===== src/nfc_pkg.sv =====
package nfc_pkg;
  localparam int AW = 19;
  localparam int DW = 8;
  localparam int CLK_PERIOD_NS = 100;
  localparam int T_ACCESS_NS = 90;
  localparam int T_SUSPEND_US = 20;
  localparam int T_RESUME_US = 400;
  localparam int SYNC_STAGES = 3;
  localparam int RD_WAIT_CYC =
    (T_ACCESS_NS + CLK_PERIOD_NS - 1) / CLK_PERIOD_NS;
  localparam int SUSPEND_CYC =
    (T_SUSPEND_US * 1000 + CLK_PERIOD_NS - 1) / CLK_PERIOD_NS;
  localparam int RESUME_CYC =
    (T_RESUME_US * 1000 + CLK_PERIOD_NS - 1) / CLK_PERIOD_NS;

  localparam logic [AW-1:0] ADDR_UNLOCK1 = 19'h00555;
  localparam logic [AW-1:0] ADDR_UNLOCK2 = 19'h002aa;
  localparam logic [DW-1:0] D_UNLOCK1 = 8'haa;
  localparam logic [DW-1:0] D_UNLOCK2 = 8'h55;
  localparam logic [DW-1:0] D_RESET = 8'hf0;
  localparam logic [DW-1:0] D_IDENT = 8'h90;
  localparam logic [DW-1:0] D_PROG = 8'ha0;
  localparam logic [DW-1:0] D_ERASE_SETUP = 8'h80;
  localparam logic [DW-1:0] D_CHIP = 8'h10;
  localparam logic [DW-1:0] D_SECTOR = 8'h30;
  localparam logic [DW-1:0] D_SUSPEND = 8'hb0;
  localparam logic [DW-1:0] D_RESUME = 8'h30;

  localparam int TOGGLE_STATUS_BIT = 6;
  localparam int TIME_LIMIT_FAIL_BIT = 5;

  localparam logic [2:0] REG_CMD = 3'h0;
  localparam logic [2:0] REG_ADDR = 3'h1;
  localparam logic [2:0] REG_WDATA = 3'h2;
  localparam logic [2:0] REG_STATUS = 3'h3;
  localparam logic [2:0] REG_RDATA = 3'h4;

  typedef enum logic [3:0] {
    OP_NONE   = 4'h0,
    OP_READ   = 4'h1,
    OP_RESET  = 4'h2,
    OP_ID     = 4'h3,
    OP_PROG   = 4'h4,
    OP_CHIP   = 4'h5,
    OP_SECT   = 4'h6,
    OP_SADD   = 4'h7,
    OP_POLL   = 4'h8,
    OP_SUSP   = 4'h9,
    OP_RESUME = 4'ha
  } nfc_op_e;

  typedef struct packed {
    logic [AW-1:0] addr;
    logic [DW-1:0] data;
  } nfc_wr_s;
endpackage


===== src/nfc_bus_if.sv =====
`timescale 1ns/1ns
interface nfc_bus_if;
  logic                   req;
  logic                   wr;
  logic [nfc_pkg::AW-1:0] addr;
  logic [nfc_pkg::DW-1:0] wdata;
  logic                   done;
  logic [nfc_pkg::DW-1:0] rdata;
  modport ctl (output req, wr, addr, wdata, input done, rdata);
  modport eng (input req, wr, addr, wdata, output done, rdata);
endinterface


===== src/nfc_ctrl.sv =====
`timescale 1ns/1ns
module nfc_ctrl #(
  parameter int SUSPEND_WAIT = nfc_pkg::SUSPEND_CYC,
  parameter int RESUME_GAP   = nfc_pkg::RESUME_CYC
) (
  input  wire logic                   mclk_i,
  input  wire logic                   reset_i,
  input  wire logic                   en_i,
  input  wire logic [2:0]             reg_addr_i,
  input  wire logic [31:0]            reg_wdata_i,
  input  wire logic                   reg_wr_i,
  input  wire logic                   reg_rd_i,
  output logic [31:0]                 reg_rdata_o,
  output logic [nfc_pkg::AW-1:0]      faddr_o,
  output logic [nfc_pkg::DW-1:0]      fdq_o,
  output logic                        fdq_oe_o,
  input  wire logic [nfc_pkg::DW-1:0] fdq_i,
  output logic                        fce_n_o,
  output logic                        fwe_n_o,
  output logic                        foe_n_o
);
  typedef enum logic [5:0] {
    S_IDLE  = 6'h01,
    S_HOLDW = 6'h02,
    S_WR    = 6'h04,
    S_RDA   = 6'h08,
    S_RDB   = 6'h10,
    S_SUSW  = 6'h20
  } nfc_st_e;

  localparam logic [11:0] SUSP_LD = 12'(SUSPEND_WAIT);
  localparam logic [11:0] GAP_LD = 12'(RESUME_GAP);
  localparam int TB = nfc_pkg::TOGGLE_STATUS_BIT;
  localparam int FB = nfc_pkg::TIME_LIMIT_FAIL_BIT;

  function automatic logic [2:0] n_writes(nfc_pkg::nfc_op_e op);
    case (op)
      nfc_pkg::OP_RESET, nfc_pkg::OP_SUSP,
      nfc_pkg::OP_RESUME, nfc_pkg::OP_SADD: n_writes = 3'h1;
      nfc_pkg::OP_ID: n_writes = 3'h3;
      nfc_pkg::OP_PROG: n_writes = 3'h4;
      nfc_pkg::OP_CHIP, nfc_pkg::OP_SECT: n_writes = 3'h6;
      default: n_writes = 3'h0;
    endcase
  endfunction

  // Address and data of write number k of a command sequence.
  function automatic nfc_pkg::nfc_wr_s seq_word(
    nfc_pkg::nfc_op_e op, logic [2:0] k,
    logic [nfc_pkg::AW-1:0] a, logic [nfc_pkg::DW-1:0] d);
    nfc_pkg::nfc_wr_s w;
    w.addr = nfc_pkg::ADDR_UNLOCK1;
    w.data = nfc_pkg::D_UNLOCK1;
    if (op == nfc_pkg::OP_RESET) begin
      w = '{addr: a, data: nfc_pkg::D_RESET};
    end else if (op == nfc_pkg::OP_SUSP) begin
      w = '{addr: a, data: nfc_pkg::D_SUSPEND};
    end else if (op == nfc_pkg::OP_RESUME) begin
      w = '{addr: a, data: nfc_pkg::D_RESUME};
    end else if (op == nfc_pkg::OP_SADD) begin
      w = '{addr: a, data: nfc_pkg::D_SECTOR};
    end else begin
      case (k)
        3'h1, 3'h4: w = '{addr: nfc_pkg::ADDR_UNLOCK2,
                          data: nfc_pkg::D_UNLOCK2};
        3'h2: w.data = (op == nfc_pkg::OP_ID) ? nfc_pkg::D_IDENT :
                       (op == nfc_pkg::OP_PROG) ? nfc_pkg::D_PROG :
                       nfc_pkg::D_ERASE_SETUP;
        3'h3: if (op == nfc_pkg::OP_PROG) w = '{addr: a, data: d};
        3'h5: w = (op == nfc_pkg::OP_CHIP) ?
                  '{addr: nfc_pkg::ADDR_UNLOCK1,
                    data: nfc_pkg::D_CHIP} :
                  '{addr: a, data: nfc_pkg::D_SECTOR};
        default: w = w;
      endcase
    end
    return w;
  endfunction

  nfc_bus_if bus ();

  nfc_bus_engine u_eng (
    .mclk_i   (mclk_i),
    .reset_i  (reset_i),
    .en_i     (en_i),
    .bus      (bus.eng),
    .faddr_o  (faddr_o),
    .fdq_o    (fdq_o),
    .fdq_oe_o (fdq_oe_o),
    .fdq_i    (fdq_i),
    .fce_n_o  (fce_n_o),
    .fwe_n_o  (fwe_n_o),
    .foe_n_o  (foe_n_o)
  );

  nfc_st_e                st_r;
  nfc_pkg::nfc_op_e       op_r, op_in;
  nfc_pkg::nfc_wr_s       cur;
  logic [2:0]             step_r;
  logic                   chk_r, fail_r, id_r, pend_r, susp_r, refused_r;
  logic [11:0]            wait_r, gap_r;
  logic [nfc_pkg::AW-1:0] addr_r, prev_wa_r;
  logic [nfc_pkg::DW-1:0] wdata_r, first_r, rdata_r, prev_wd_r;
  logic                   cmd_go, op_ok, accept, wr_last;
  logic                   poll_same, poll_fail;

  assign op_in = nfc_pkg::nfc_op_e'(reg_wdata_i[3:0]);
  assign cmd_go = en_i && reg_wr_i && (reg_addr_i == nfc_pkg::REG_CMD);
  assign op_ok = (op_in != nfc_pkg::OP_NONE) &&
                 (op_in inside {nfc_pkg::OP_READ, nfc_pkg::OP_RESET,
                   nfc_pkg::OP_ID, nfc_pkg::OP_PROG, nfc_pkg::OP_CHIP,
                   nfc_pkg::OP_SECT, nfc_pkg::OP_SADD, nfc_pkg::OP_POLL,
                   nfc_pkg::OP_SUSP, nfc_pkg::OP_RESUME});
  assign accept = cmd_go && (st_r == S_IDLE) && op_ok &&
                  (!fail_r || op_in == nfc_pkg::OP_RESET);
  assign cur = seq_word(op_r, step_r, addr_r, wdata_r);
  assign wr_last = (st_r == S_WR) && bus.done &&
                   (step_r == n_writes(op_r) - 3'h1);
  // Toggle-bit polling: two reads agree on bit six when the flash is idle.
  assign poll_same = (st_r == S_RDB) && bus.done &&
                     (first_r[TB] == bus.rdata[TB]);
  assign poll_fail = (st_r == S_RDB) && bus.done && !poll_same &&
                     bus.rdata[FB] && chk_r;

  assign bus.req = (st_r == S_WR) || (st_r == S_RDA) || (st_r == S_RDB);
  assign bus.wr = (st_r == S_WR);
  assign bus.addr = (st_r == S_WR) ? cur.addr : addr_r;
  assign bus.wdata = cur.data;

  always_ff @(posedge mclk_i) begin
    if (reset_i) begin
      st_r    <= S_IDLE;
      op_r    <= nfc_pkg::OP_NONE;
      step_r  <= 3'h0;
      chk_r   <= 1'b0;
      wait_r  <= 12'h000;
      first_r <= 8'h00;
    end else if (en_i) begin
      unique case (st_r)
        S_IDLE: if (accept) begin
          op_r   <= op_in;
          step_r <= 3'h0;
          chk_r  <= 1'b0;
          if (n_writes(op_in) == 3'h0) begin
            st_r <= S_RDA;
          end else if (op_in == nfc_pkg::OP_SUSP && gap_r != 12'h000) begin
            st_r <= S_HOLDW;
          end else begin
            st_r <= S_WR;
          end
        end
        S_HOLDW: if (gap_r == 12'h000) st_r <= S_WR;
        S_WR: if (bus.done) begin
          if (!wr_last) begin
            step_r <= step_r + 3'h1;
          end else if (op_r == nfc_pkg::OP_PROG ||
                       op_r == nfc_pkg::OP_CHIP) begin
            st_r <= S_RDA;
          end else if (op_r == nfc_pkg::OP_SUSP) begin
            wait_r <= SUSP_LD;
            st_r   <= S_SUSW;
          end else begin
            st_r <= S_IDLE;
          end
        end
        S_RDA: if (bus.done) begin
          first_r <= bus.rdata;
          st_r    <= (op_r == nfc_pkg::OP_READ) ? S_IDLE : S_RDB;
        end
        S_RDB: if (bus.done) begin
          if (poll_same || poll_fail) begin
            st_r <= S_IDLE;
          end else begin
            chk_r <= chk_r | bus.rdata[FB];
            st_r  <= S_RDA;
          end
        end
        S_SUSW: begin
          if (wait_r == 12'h000) st_r <= S_IDLE;
          else wait_r <= wait_r - 12'h001;
        end
        default: st_r <= S_IDLE;
      endcase
    end
  end

  always_ff @(posedge mclk_i) begin
    if (reset_i) begin
      fail_r    <= 1'b0;
      id_r      <= 1'b0;
      pend_r    <= 1'b0;
      susp_r    <= 1'b0;
      refused_r <= 1'b0;
    end else if (en_i) begin
      if (cmd_go) refused_r <= !accept;
      if (poll_fail) fail_r <= 1'b1;
      else if (wr_last && op_r == nfc_pkg::OP_RESET) fail_r <= 1'b0;
      if (wr_last && op_r == nfc_pkg::OP_ID) id_r <= 1'b1;
      else if (wr_last && op_r == nfc_pkg::OP_RESET) id_r <= 1'b0;
      if (wr_last) begin
        pend_r <= (op_r == nfc_pkg::OP_SECT || op_r == nfc_pkg::OP_SADD ||
                   (op_r == nfc_pkg::OP_SUSP && pend_r));
      end else if (poll_same && !susp_r) begin
        pend_r <= 1'b0;
      end
      if (st_r == S_SUSW && wait_r == 12'h000) susp_r <= 1'b1;
      else if (wr_last && op_r == nfc_pkg::OP_RESUME) susp_r <= 1'b0;
    end
  end

  always_ff @(posedge mclk_i) begin
    if (reset_i) begin
      gap_r <= 12'h000;
    end else if (en_i) begin
      if (wr_last && op_r == nfc_pkg::OP_RESUME) gap_r <= GAP_LD;
      else if (gap_r != 12'h000) gap_r <= gap_r - 12'h001;
    end
  end

  always_ff @(posedge mclk_i) begin
    if (reset_i) begin
      addr_r    <= 19'h00000;
      wdata_r   <= 8'h00;
      rdata_r   <= 8'h00;
      prev_wa_r <= 19'h00000;
      prev_wd_r <= 8'h00;
    end else if (en_i) begin
      if (reg_wr_i && st_r == S_IDLE && reg_addr_i == nfc_pkg::REG_ADDR)
        addr_r <= reg_wdata_i[nfc_pkg::AW-1:0];
      if (reg_wr_i && st_r == S_IDLE && reg_addr_i == nfc_pkg::REG_WDATA)
        wdata_r <= reg_wdata_i[nfc_pkg::DW-1:0];
      if (bus.done && (st_r == S_RDB ||
                       (st_r == S_RDA && op_r == nfc_pkg::OP_READ)))
        rdata_r <= bus.rdata;
      if (st_r == S_WR && bus.done) begin
        prev_wa_r <= bus.addr;
        prev_wd_r <= bus.wdata;
      end
    end
  end

  always_ff @(posedge mclk_i) begin
    if (reset_i) begin
      reg_rdata_o <= 32'h00000000;
    end else if (en_i) begin
      reg_rdata_o <= 32'h00000000;
      if (reg_rd_i) begin
        case (reg_addr_i)
          nfc_pkg::REG_CMD: reg_rdata_o <= 32'(op_r);
          nfc_pkg::REG_ADDR: reg_rdata_o <= 32'(addr_r);
          nfc_pkg::REG_WDATA: reg_rdata_o <= 32'(wdata_r);
          nfc_pkg::REG_STATUS: reg_rdata_o <= 32'({gap_r != 12'h000,
            refused_r, susp_r, pend_r, id_r, fail_r, st_r != S_IDLE});
          nfc_pkg::REG_RDATA: reg_rdata_o <= 32'(rdata_r);
          default: reg_rdata_o <= 32'h00000000;
        endcase
      end
    end
  end

  a_unlock_order: assert property (@(posedge mclk_i)
    disable iff (reset_i || !en_i)
    (st_r == S_WR && step_r == 3'h1) |->
      bus.addr == nfc_pkg::ADDR_UNLOCK2 && bus.wdata == nfc_pkg::D_UNLOCK2
      && prev_wa_r == nfc_pkg::ADDR_UNLOCK1
      && prev_wd_r == nfc_pkg::D_UNLOCK1)
    else $error("second unlock write not preceded by first");
  a_fail_lockout: assert property (@(posedge mclk_i)
    disable iff (reset_i || !en_i)
    (cmd_go && st_r == S_IDLE && fail_r && op_in != nfc_pkg::OP_RESET)
      |=> st_r == S_IDLE && refused_r)
    else $error("command other than reset taken after failure");
  a_prog_order: assert property (@(posedge mclk_i)
    disable iff (reset_i || !en_i)
    (st_r == S_WR && op_r == nfc_pkg::OP_PROG && step_r == 3'h3) |->
      bus.addr == addr_r && bus.wdata == wdata_r
      && prev_wd_r == nfc_pkg::D_PROG)
    else $error("program data write out of order");
  a_chip_tail: assert property (@(posedge mclk_i)
    disable iff (reset_i || !en_i)
    (st_r == S_WR && op_r == nfc_pkg::OP_CHIP && bus.done && wr_last)
      |-> bus.wdata == nfc_pkg::D_CHIP
      && prev_wd_r == nfc_pkg::D_UNLOCK2 ##1 st_r == S_RDA)
    else $error("chip erase sequence ended wrongly");
  a_sect_tail: assert property (@(posedge mclk_i)
    disable iff (reset_i || !en_i)
    (st_r == S_WR && op_r == nfc_pkg::OP_SECT && step_r == 3'h5) |->
      bus.addr == addr_r && bus.wdata == nfc_pkg::D_SECTOR
      && prev_wa_r == nfc_pkg::ADDR_UNLOCK2)
    else $error("sector erase final write wrong");
  a_resume_gap: assert property (@(posedge mclk_i)
    disable iff (reset_i || !en_i)
    (wr_last && op_r == nfc_pkg::OP_RESUME) |=>
      gap_r == GAP_LD ##1 (st_r != S_WR || op_r != nfc_pkg::OP_SUSP))
    else $error("suspend issued inside resume gap");
  a_suspend_gap: assert property (@(posedge mclk_i)
    disable iff (reset_i || !en_i)
    (st_r == S_WR && op_r == nfc_pkg::OP_SUSP) |-> gap_r == 12'h000)
    else $error("suspend write while resume gap runs");
  c_prog_done: cover property (@(posedge mclk_i)
    poll_same && op_r == nfc_pkg::OP_PROG);
  c_poll_fail: cover property (@(posedge mclk_i) poll_fail);
  c_suspended: cover property (@(posedge mclk_i) $rose(susp_r));
endmodule


===== src/nfc_bus_engine.sv =====
`timescale 1ns/1ns
module nfc_bus_engine #(
  parameter int RD_WAIT = nfc_pkg::RD_WAIT_CYC + nfc_pkg::SYNC_STAGES
) (
  input  wire logic                   mclk_i,
  input  wire logic                   reset_i,
  input  wire logic                   en_i,
  nfc_bus_if.eng                      bus,
  output logic [nfc_pkg::AW-1:0]      faddr_o,
  output logic [nfc_pkg::DW-1:0]      fdq_o,
  output logic                        fdq_oe_o,
  input  wire logic [nfc_pkg::DW-1:0] fdq_i,
  output logic                        fce_n_o,
  output logic                        fwe_n_o,
  output logic                        foe_n_o
);
  typedef enum logic [5:0] {
    E_IDLE  = 6'h01,
    E_SETUP = 6'h02,
    E_PULSE = 6'h04,
    E_HOLD  = 6'h08,
    E_RWAIT = 6'h10,
    E_END   = 6'h20
  } nfc_eng_e;

  localparam logic [3:0] WAIT_LD = 4'(RD_WAIT);

  nfc_eng_e               st_r;
  logic                   wr_r;
  logic [3:0]             cnt_r;
  logic [nfc_pkg::DW-1:0] s1_r, s2_r, s3_r, rdata_r;

  // Data pins come from the flash, so they cross into this clock.
  always_ff @(posedge mclk_i) begin
    if (reset_i) begin
      s1_r <= 8'h00;
      s2_r <= 8'h00;
      s3_r <= 8'h00;
    end else if (en_i) begin
      s1_r <= fdq_i;
      s2_r <= s1_r;
      s3_r <= s2_r;
    end
  end

  always_ff @(posedge mclk_i) begin
    if (reset_i) begin
      st_r     <= E_IDLE;
      wr_r     <= 1'b0;
      cnt_r    <= 4'h0;
      rdata_r  <= 8'h00;
      faddr_o  <= 19'h00000;
      fdq_o    <= 8'h00;
      fdq_oe_o <= 1'b0;
      fce_n_o  <= 1'b1;
      fwe_n_o  <= 1'b1;
      foe_n_o  <= 1'b1;
    end else if (en_i) begin
      unique case (st_r)
        E_IDLE: if (bus.req) begin
          faddr_o  <= bus.addr;
          fdq_o    <= bus.wdata;
          fdq_oe_o <= bus.wr;
          wr_r     <= bus.wr;
          foe_n_o  <= bus.wr;
          fce_n_o  <= 1'b0;
          cnt_r    <= WAIT_LD;
          st_r     <= E_SETUP;
        end
        E_SETUP: begin
          fwe_n_o <= ~wr_r;
          st_r    <= wr_r ? E_PULSE : E_RWAIT;
        end
        E_PULSE: begin
          fwe_n_o <= 1'b1;
          st_r    <= E_HOLD;
        end
        E_HOLD: begin
          fce_n_o  <= 1'b1;
          fdq_oe_o <= 1'b0;
          st_r     <= E_END;
        end
        E_RWAIT: begin
          if (cnt_r != 4'h0) begin
            cnt_r <= cnt_r - 4'h1;
          end else if (s2_r == s3_r) begin
            rdata_r <= s3_r;
            fce_n_o <= 1'b1;
            foe_n_o <= 1'b1;
            st_r    <= E_END;
          end
        end
        E_END: st_r <= E_IDLE;
        default: st_r <= E_IDLE;
      endcase
    end
  end

  assign bus.done  = (st_r == E_END);
  assign bus.rdata = rdata_r;

  a_write_oe_high: assert property (@(posedge mclk_i)
    disable iff (reset_i || !en_i)
    !fwe_n_o |-> (foe_n_o && !fce_n_o && fdq_oe_o))
    else $error("write strobe low while output strobe low");
  a_we_pulse: assert property (@(posedge mclk_i)
    disable iff (reset_i || !en_i)
    $fell(fwe_n_o) |-> !fce_n_o ##1 (fwe_n_o && !fce_n_o && fdq_oe_o))
    else $error("write pulse not framed by chip select and data");
  a_read_bound: assert property (@(posedge mclk_i)
    disable iff (reset_i || !en_i)
    (st_r == E_IDLE && bus.req && !bus.wr) |-> ##[6:12] bus.done)
    else $error("read cycle did not finish in time");
  c_write: cover property (@(posedge mclk_i) $rose(fwe_n_o));
  c_read: cover property (@(posedge mclk_i) bus.done && !wr_r);
endmodule


===== config.mk =====
export PLATFORM = sky130hd
export DESIGN_NAME = nfc_ctrl
export DESIGN_NICKNAME = d
export VERILOG_FILES = /design/src/nfc_pkg.sv /design/src/nfc_bus_if.sv /design/src/nfc_ctrl.sv /design/src/nfc_bus_engine.sv
export SDC_FILE = /design/constraint.sdc
export NUM_CORES = 1
export LEC_CHECK = 0
export BUFFER_PORTS_ARGS = -buffer_cell sky130_fd_sc_hd__clkbuf_2
export CORE_MARGIN = 3
export CORE_UTILIZATION = 58
export CTS_CLUSTER_DIAMETER = 100
export CTS_CLUSTER_SIZE = 40
export DETAILED_ROUTE_END_ITERATION = 10
export PLACE_DENSITY = 0.82
export SETUP_SLACK_MARGIN = 0.05
export SLEW_MARGIN = 40
export SYNTH_ARGS = -nofsm -noshare
export SYNTH_HDL_FRONTEND = slang
export SYNTH_SLANG_ARGS = --single-unit

===== constraint.sdc =====
create_clock -name mclk_i -period 2.9 [get_ports mclk_i]
set_clock_uncertainty 0.1 [all_clocks]
set_input_delay 0.145 -clock mclk_i [delete_from_list [all_inputs] [get_ports mclk_i]]
set_output_delay 0.145 -clock mclk_i [all_outputs]
set_load 0.01 [all_outputs]

## Word-level counts from Yosys, hierarchy flattened

Memories as Yosys holds them, arrays and structs flattened. A register that Yosys moved wholly into a read port is not among the register bits.
Cells that the tools add are included.

| storage, ports and cells | value |
|---|---|
| input port bits | 48 |
| register bits after elaboration | 191 |
| memory bits (read-only) | 96 |
| memories | 2 |

Memory list:

| name | depth | width | read ports | clocked after Yosys merged registers in | write ports | RTL line | source |
|---|---|---|---|---|---|---|---|
| (name not given) | 16 | 3 | 1 | 0 | 0 | nfc_ctrl.sv:37 | `case (op)` |
| (name not given) | 16 | 3 | 1 | 1 | 0 | nfc_ctrl.sv:37 |  |

| operators by class | value |
|---|---|
| muxes and demuxes | 72 |
| bitwise logic cells | 3 |
| reduce and logical (&&, ||, !) cells | 81 |
| equality and inequality tests | 60 |
| add/sub/neg operators | 5 |

Operators by type and width:

| operator | count |
|---|---|
| 2-to-1 mux 27 bit | 6 |
| one-hot mux 19 bit (5 select lines) | 1 |
| 2-to-1 mux 12 bit | 7 |
| 2-to-1 mux 6 bit | 14 |
| one-hot mux 19 bit (3 select lines) | 1 |
| 2-to-1 mux 19 bit | 2 |
| one-hot mux 6 bit (6 select lines) | 1 |
| equality test 4 x 3 -> 1 bit, second input constant | 8 |
| one-hot mux 8 bit (4 select lines) | 1 |
| one-hot mux 6 bit (5 select lines) | 1 |
| inequality test 2 bit, second input constant | 14 |
| logical AND 1 bit | 25 |
| logical NOT 12 bit | 2 |
| 2-to-1 mux 3 bit | 8 |
| 2-to-1 mux 4 bit | 6 |
| one-hot mux 12 bit (2 select lines) | 1 |
| subtractor 12 x 1 -> 12 bit, second input constant | 2 |
| nonzero test 2 bit | 11 |
| equality test 4 bit, second input constant | 5 |
| AND reduction 2 bit | 10 |
| AND reduction 5 bit | 4 |
| equality test 4 x 2 -> 1 bit, second input constant | 4 |
| 2-to-1 mux 1 bit | 14 |
| equality test 3 x 2 -> 1 bit, second input constant | 4 |
| 36 further kinds | 69 |

## Longest topological paths before layout

| depth | value |
|---|---|
| word-level depth | 13 |
| mapped depth | 11 |
| depth with buffers taken out | 11 |

## Hierarchy

A second synthesis with hierarchy kept.

| second synthesis, totals | value |
|---|---|
| cells, all modules | 1,012 |
| area total of the unflattened synthesis | 8,552.0 µm² |

By module, submodules not included:

| module | instances | area each (µm²) | seq. area each (µm²) | cells an instance |
|---|---|---|---|---|
| nfc_ctrl | 1 | 5,580.4 | 2,021.9 | 675 |
| nfc_bus_engine | 1 | 2,971.6 | 1,481.4 | 337 |

## Worst setup path before layout

Ideal clock, no wire load.

| timing path | value |
|---|---|
| kind | reg-to-reg |
| from | register st_r[4] |
| to | register with a tool-made name |
| cell stages (with the launch flop) | 10 |
| setup slack | 303 ps |
| clock period less this slack | 2,597 ps |
| data required time | 2,730 ps |
| data arrival time | 2,427 ps |
| cell sequence | dfxtp_1 buf_2 nor4_2 and2_0 o2111ai_2 a21oi_1 nor2_1 ha_1 or3b_2 a21oi_1 |

RTL lines:

| item | RTL line | source |
|---|---|---|
| from (decl) | nfc_ctrl.sv:96 | `nfc_st_e st_r;` |
| from (signal assigned) | nfc_ctrl.sv:168 | `st_r <= (op_r == nfc_pkg::OP_READ) ? S_IDLE : S_RDB;` |

==> key figures <==
CTS
  – Clock Latency Late Sink: 440 ps
  – CTS Buffer Depth: 2
  – Root buf cell: clkbuf_16
  – CTS H-tree depth: 4
  – Num Clock Sinks: between 150 and 200
  – Clock-pin transition on the worst setup and hold timing paths: approximately 60 ps
  – CTS tree: yes
  – CTS buffer count: 17

Drt
  – Via count: 7,953
  – Detailed Route WL: 22,800 µm
  – # DRC: 0
  – Routed vias/inst: 5.99
  – TritonRoute pass-1 iters: 5
  – WL per Instance: 17.2 µm
  – Routed Antenna Nets: 0
  – Starting DRT DRC Count: 597

Finish
  – FILL cells: approximately 1,100
  – Utilization after layout: 71.7%
  – Non-Filler Instances: 1,327
  – # nets final: 1,198
  – Multi-input gate area in the final layout: roughly 4700 µm²
  – Most common cell after layout, fill and taps aside: dfxtp_1
  – Layout cells sized above 1: between 10% and 20%
  – Commonest non-fill, non-tap cells in the layout: dfxtp_1, nor2_1, nand2_1
  – FF+latch area: 3500 µm²
  – Antenna diodes: 0
  – Synth-to-Final Area Change: 18.2%

Place
  – Placed Cells: 1,267
  – GPL Wtd Cong: 0.943
  – Buffers on Ports: 84
  – Placement Setup Slack: 194 ps
  – Post-detail-place hpwl: between 15,000 and 20,000 µm

Timing
  – Tcrit/Tclk final: 94.0%
  – Slew Viols, Final: 0
  – Final hold viol count: 0
  – Setup TNS: 0 ps
  – Final setup margin: 175 ps
  – Fin crit period: 2720 ps
  – Slew margin rel.: 50.6%
  – Setup violators final: 0
  – Fmax: about 370 MHz
  – Unrepaired setup endpoints after global routing: false
  – Worst-Margin Slew: 741 ps

Synth
  – #FFs+latches synth: 175
  – Yosys cell types: 79
  – Adder-Cell Fraction of Synth Area: 2.33%
  – Cells after synthesis: just over 1,000
  – Ys async rst share: 0%
  – Simple-Gate Fraction of Synth Area: 25.3%
  – Mapped cell area: 8580 µm²
  – Largest family of logic cells by synthesized area: simple AND/OR/NAND/NOR gates
  – Mux contribution to synthesized area: 7.61%
  – Synth Area in XOR/XNOR: between 2 and 3%
  – Top_reg_cell synth: dfxtp_1
  – Post-synth EDFFs: 0
  – Mapped Avg Cell Area: 8.33 µm²
  – YS warnings: 0
  – Seq/Total Area, Yosys: 40.8%
  – Compound-Gate Fraction of Synth Area: 16.4%

Power
  – Switching Share: between 20% and 30%
  – Clock share of power: 42.3%
  – Net Sw Power: 1.59 mW
  – Static Leak: 4.04 nW
  – Internal Power: 4.16 mW
  – Gate power share: 13.9%
  – PwrDens: 567 nW/µm²
  – Sequential share of power: between 40 and 50%
  – Worst vdd ir: 0.000482 V

Global route
  – Largest net degree at the start of global routing: between 70 and 80
  – Vias in the first global route: about 7,600
  – Total grt overflow: 0
  – First-pass GRT wire length: around 37,000 µm
  – Overall routing resource usage: 27.8%
  – Initial antenna violation count: 0

Hold path
  – Cells on Worst Hold Path: 2
  – Worst min path class: input pin to register
  – Hold_sp: reset_i

Worst setup path
  – CP Launch Type: input pin
  – Worst path slowest cell: dlygate4sd3_1
  – Crit path DAT: between 2000 and 3000 ps
  – Crit end category: register
  – Worst Setup SP: reg_wdata_i[0]
  – Reg-to-Reg Start: st_r[2]
  – Setup CP Type: input pin to register
  – Critical path cell sequence: dlygate4sd3_1 -> buf_4 -> inv_1 -> ha_1 -> o21bai_1 -> a21oi_2 -> o2111ai_4 -> nor2_1 -> a21oi_2 -> nor2_1 -> ha_1 -> or3b_2 -> a21oi_1
  – Reg2Reg Setup Slack: 320 ps
  – Crit-path max FO: 6
  – Critical path required time: 3170 ps
  – FF-to-FF path depth: 8
  – CP peak stage delay: 540 ps

Floorplan
  – IO Count: between 100 and 150
  – Rows: 43
  – Initial Util: 60.6%
  – Width of the chip: 128 µm
  – Chip height: 128 µm
  – Core area: 14,100 µm²
  – Die area: 16,300 µm²

Job
  – Max_cap viols: 0

Outcome
  – Outcome: finished, final reports clean
## cells by family after synthesis
family | count (synthesis)
AND/OR/NAND/NOR | 429
AO/OA/AOI/OAI | 226
flip-flops | 175
buffers and inverters | 94
multiplexers | 65
XOR/XNOR | 24
adder cells (fa/ha/maj) | 16
other | 1
## through the flow
stage,power [mW],area (µm²),hold slack [ps]
floorplan,3.04,8620,185
global placement,3.28,9180,277
detailed placement,3.30,9180,285
CTS,5.72,10100,38.9
global route,5.92,10100,73.4
finish,5.75,10100,38.8
## final cells by class
type | count | share of cell area, %
clock buffer | 18 | 4.23
clock inverter | 14 | 1.91
inverter | 22 | 0.814
multi-input combinational | 773 | 46.8
sequential | 175 | 34.5
tap | 180 | 2.22
timing repair buffer | 145 | 9.48
## power groups by stage
stage	Combinational, mW	Clock (mW)	Sequential [mW]
after CTS	0.769	2.44	2.51
after global placement	0.722	0	2.56
final	0.801	2.43	2.51
after detailed placement	0.735	0	2.57
after floorplan	0.493	0	2.55
after global routing	0.861	2.54	2.52
## registers in the layout, summed over array words and instances (netlist names), 8 cells and up, named ones only
register	count
wait_r	12
u_eng.bus.rdata	8
u_eng.fdq_o	8
u_eng.faddr_o	19
reg_rdata_o	19
gap_r	12
u_eng.s3_r	8
wdata_r	8
u_eng.s2_r	8
u_eng.s1_r	8
addr_r	19
rdata_r	8
## synth_stat cells (7+ instances only)
cell type | n | area [µm²]
o21ai_0 | 46 | 230
nand3_1 | 27 | 135
nand2_1 | 109 | 409
nand2b_1 | 14 | 87.6
clkbuf_1 | 42 | 158
nor4_1 | 9 | 56.3
nand3b_1 | 7 | 52.6
a21oi_1 | 99 | 495
nor2_1 | 138 | 518
mux2i_1 | 63 | 631
dfxtp_1 | 175 | 3500
nor3_1 | 17 | 85.1
and2_1 | 7 | 43.8
xor2_1 | 10 | 87.6
nand4_1 | 10 | 62.6
xnor2_1 | 13 | 114
a22oi_1 | 10 | 75.1
o22ai_1 | 7 | 43.8
o211ai_1 | 7 | 52.6
inv_1 | 21 | 78.8
a31oi_1 | 9 | 56.3
buf_2 | 13 | 65.1
or3_1 | 11 | 68.8
nor2b_1 | 30 | 188
buf_4 | 13 | 97.6
ha_1 | 16 | 200
a311oi_1 | 7 | 61.3
## worst min-delay path by stage
stage	to	slack, ps
floorplan	addr_r[0]	190
global route	op_r[2]	70
CTS	op_r[0]	40
detailed placement	addr_r[18]	280
finish	op_r[2]	40
global placement	addr_r[16]	280
## repair_timing
action,in CTS,in global routing
hold endpoints to repair,33,0
setup endpoints to repair,0,2
buffers inserted,0,1
resized for setup,0,16
hold buffers,27,0
## worst max-delay path, delay by kind of cell
family / cells / cell delay (ps)
AO/OA/AOI/OAI: 5 / 860
AND/OR/NAND/NOR: 3 / 620
buffers and inverters: 3 / 790
adder cells (fa/ha/maj): 2 / 570
## routing by layer
layer,track usage (%),wire length (µm),vias to the layer above
met5,0,0,-
met4,9.93,588,0
met3,5.98,1430,59
met2,46.8,11200,296
met1,35.3,9600,3806
li1,-,-,3792
Note: power is estimated with default switching activity, not from simulation.
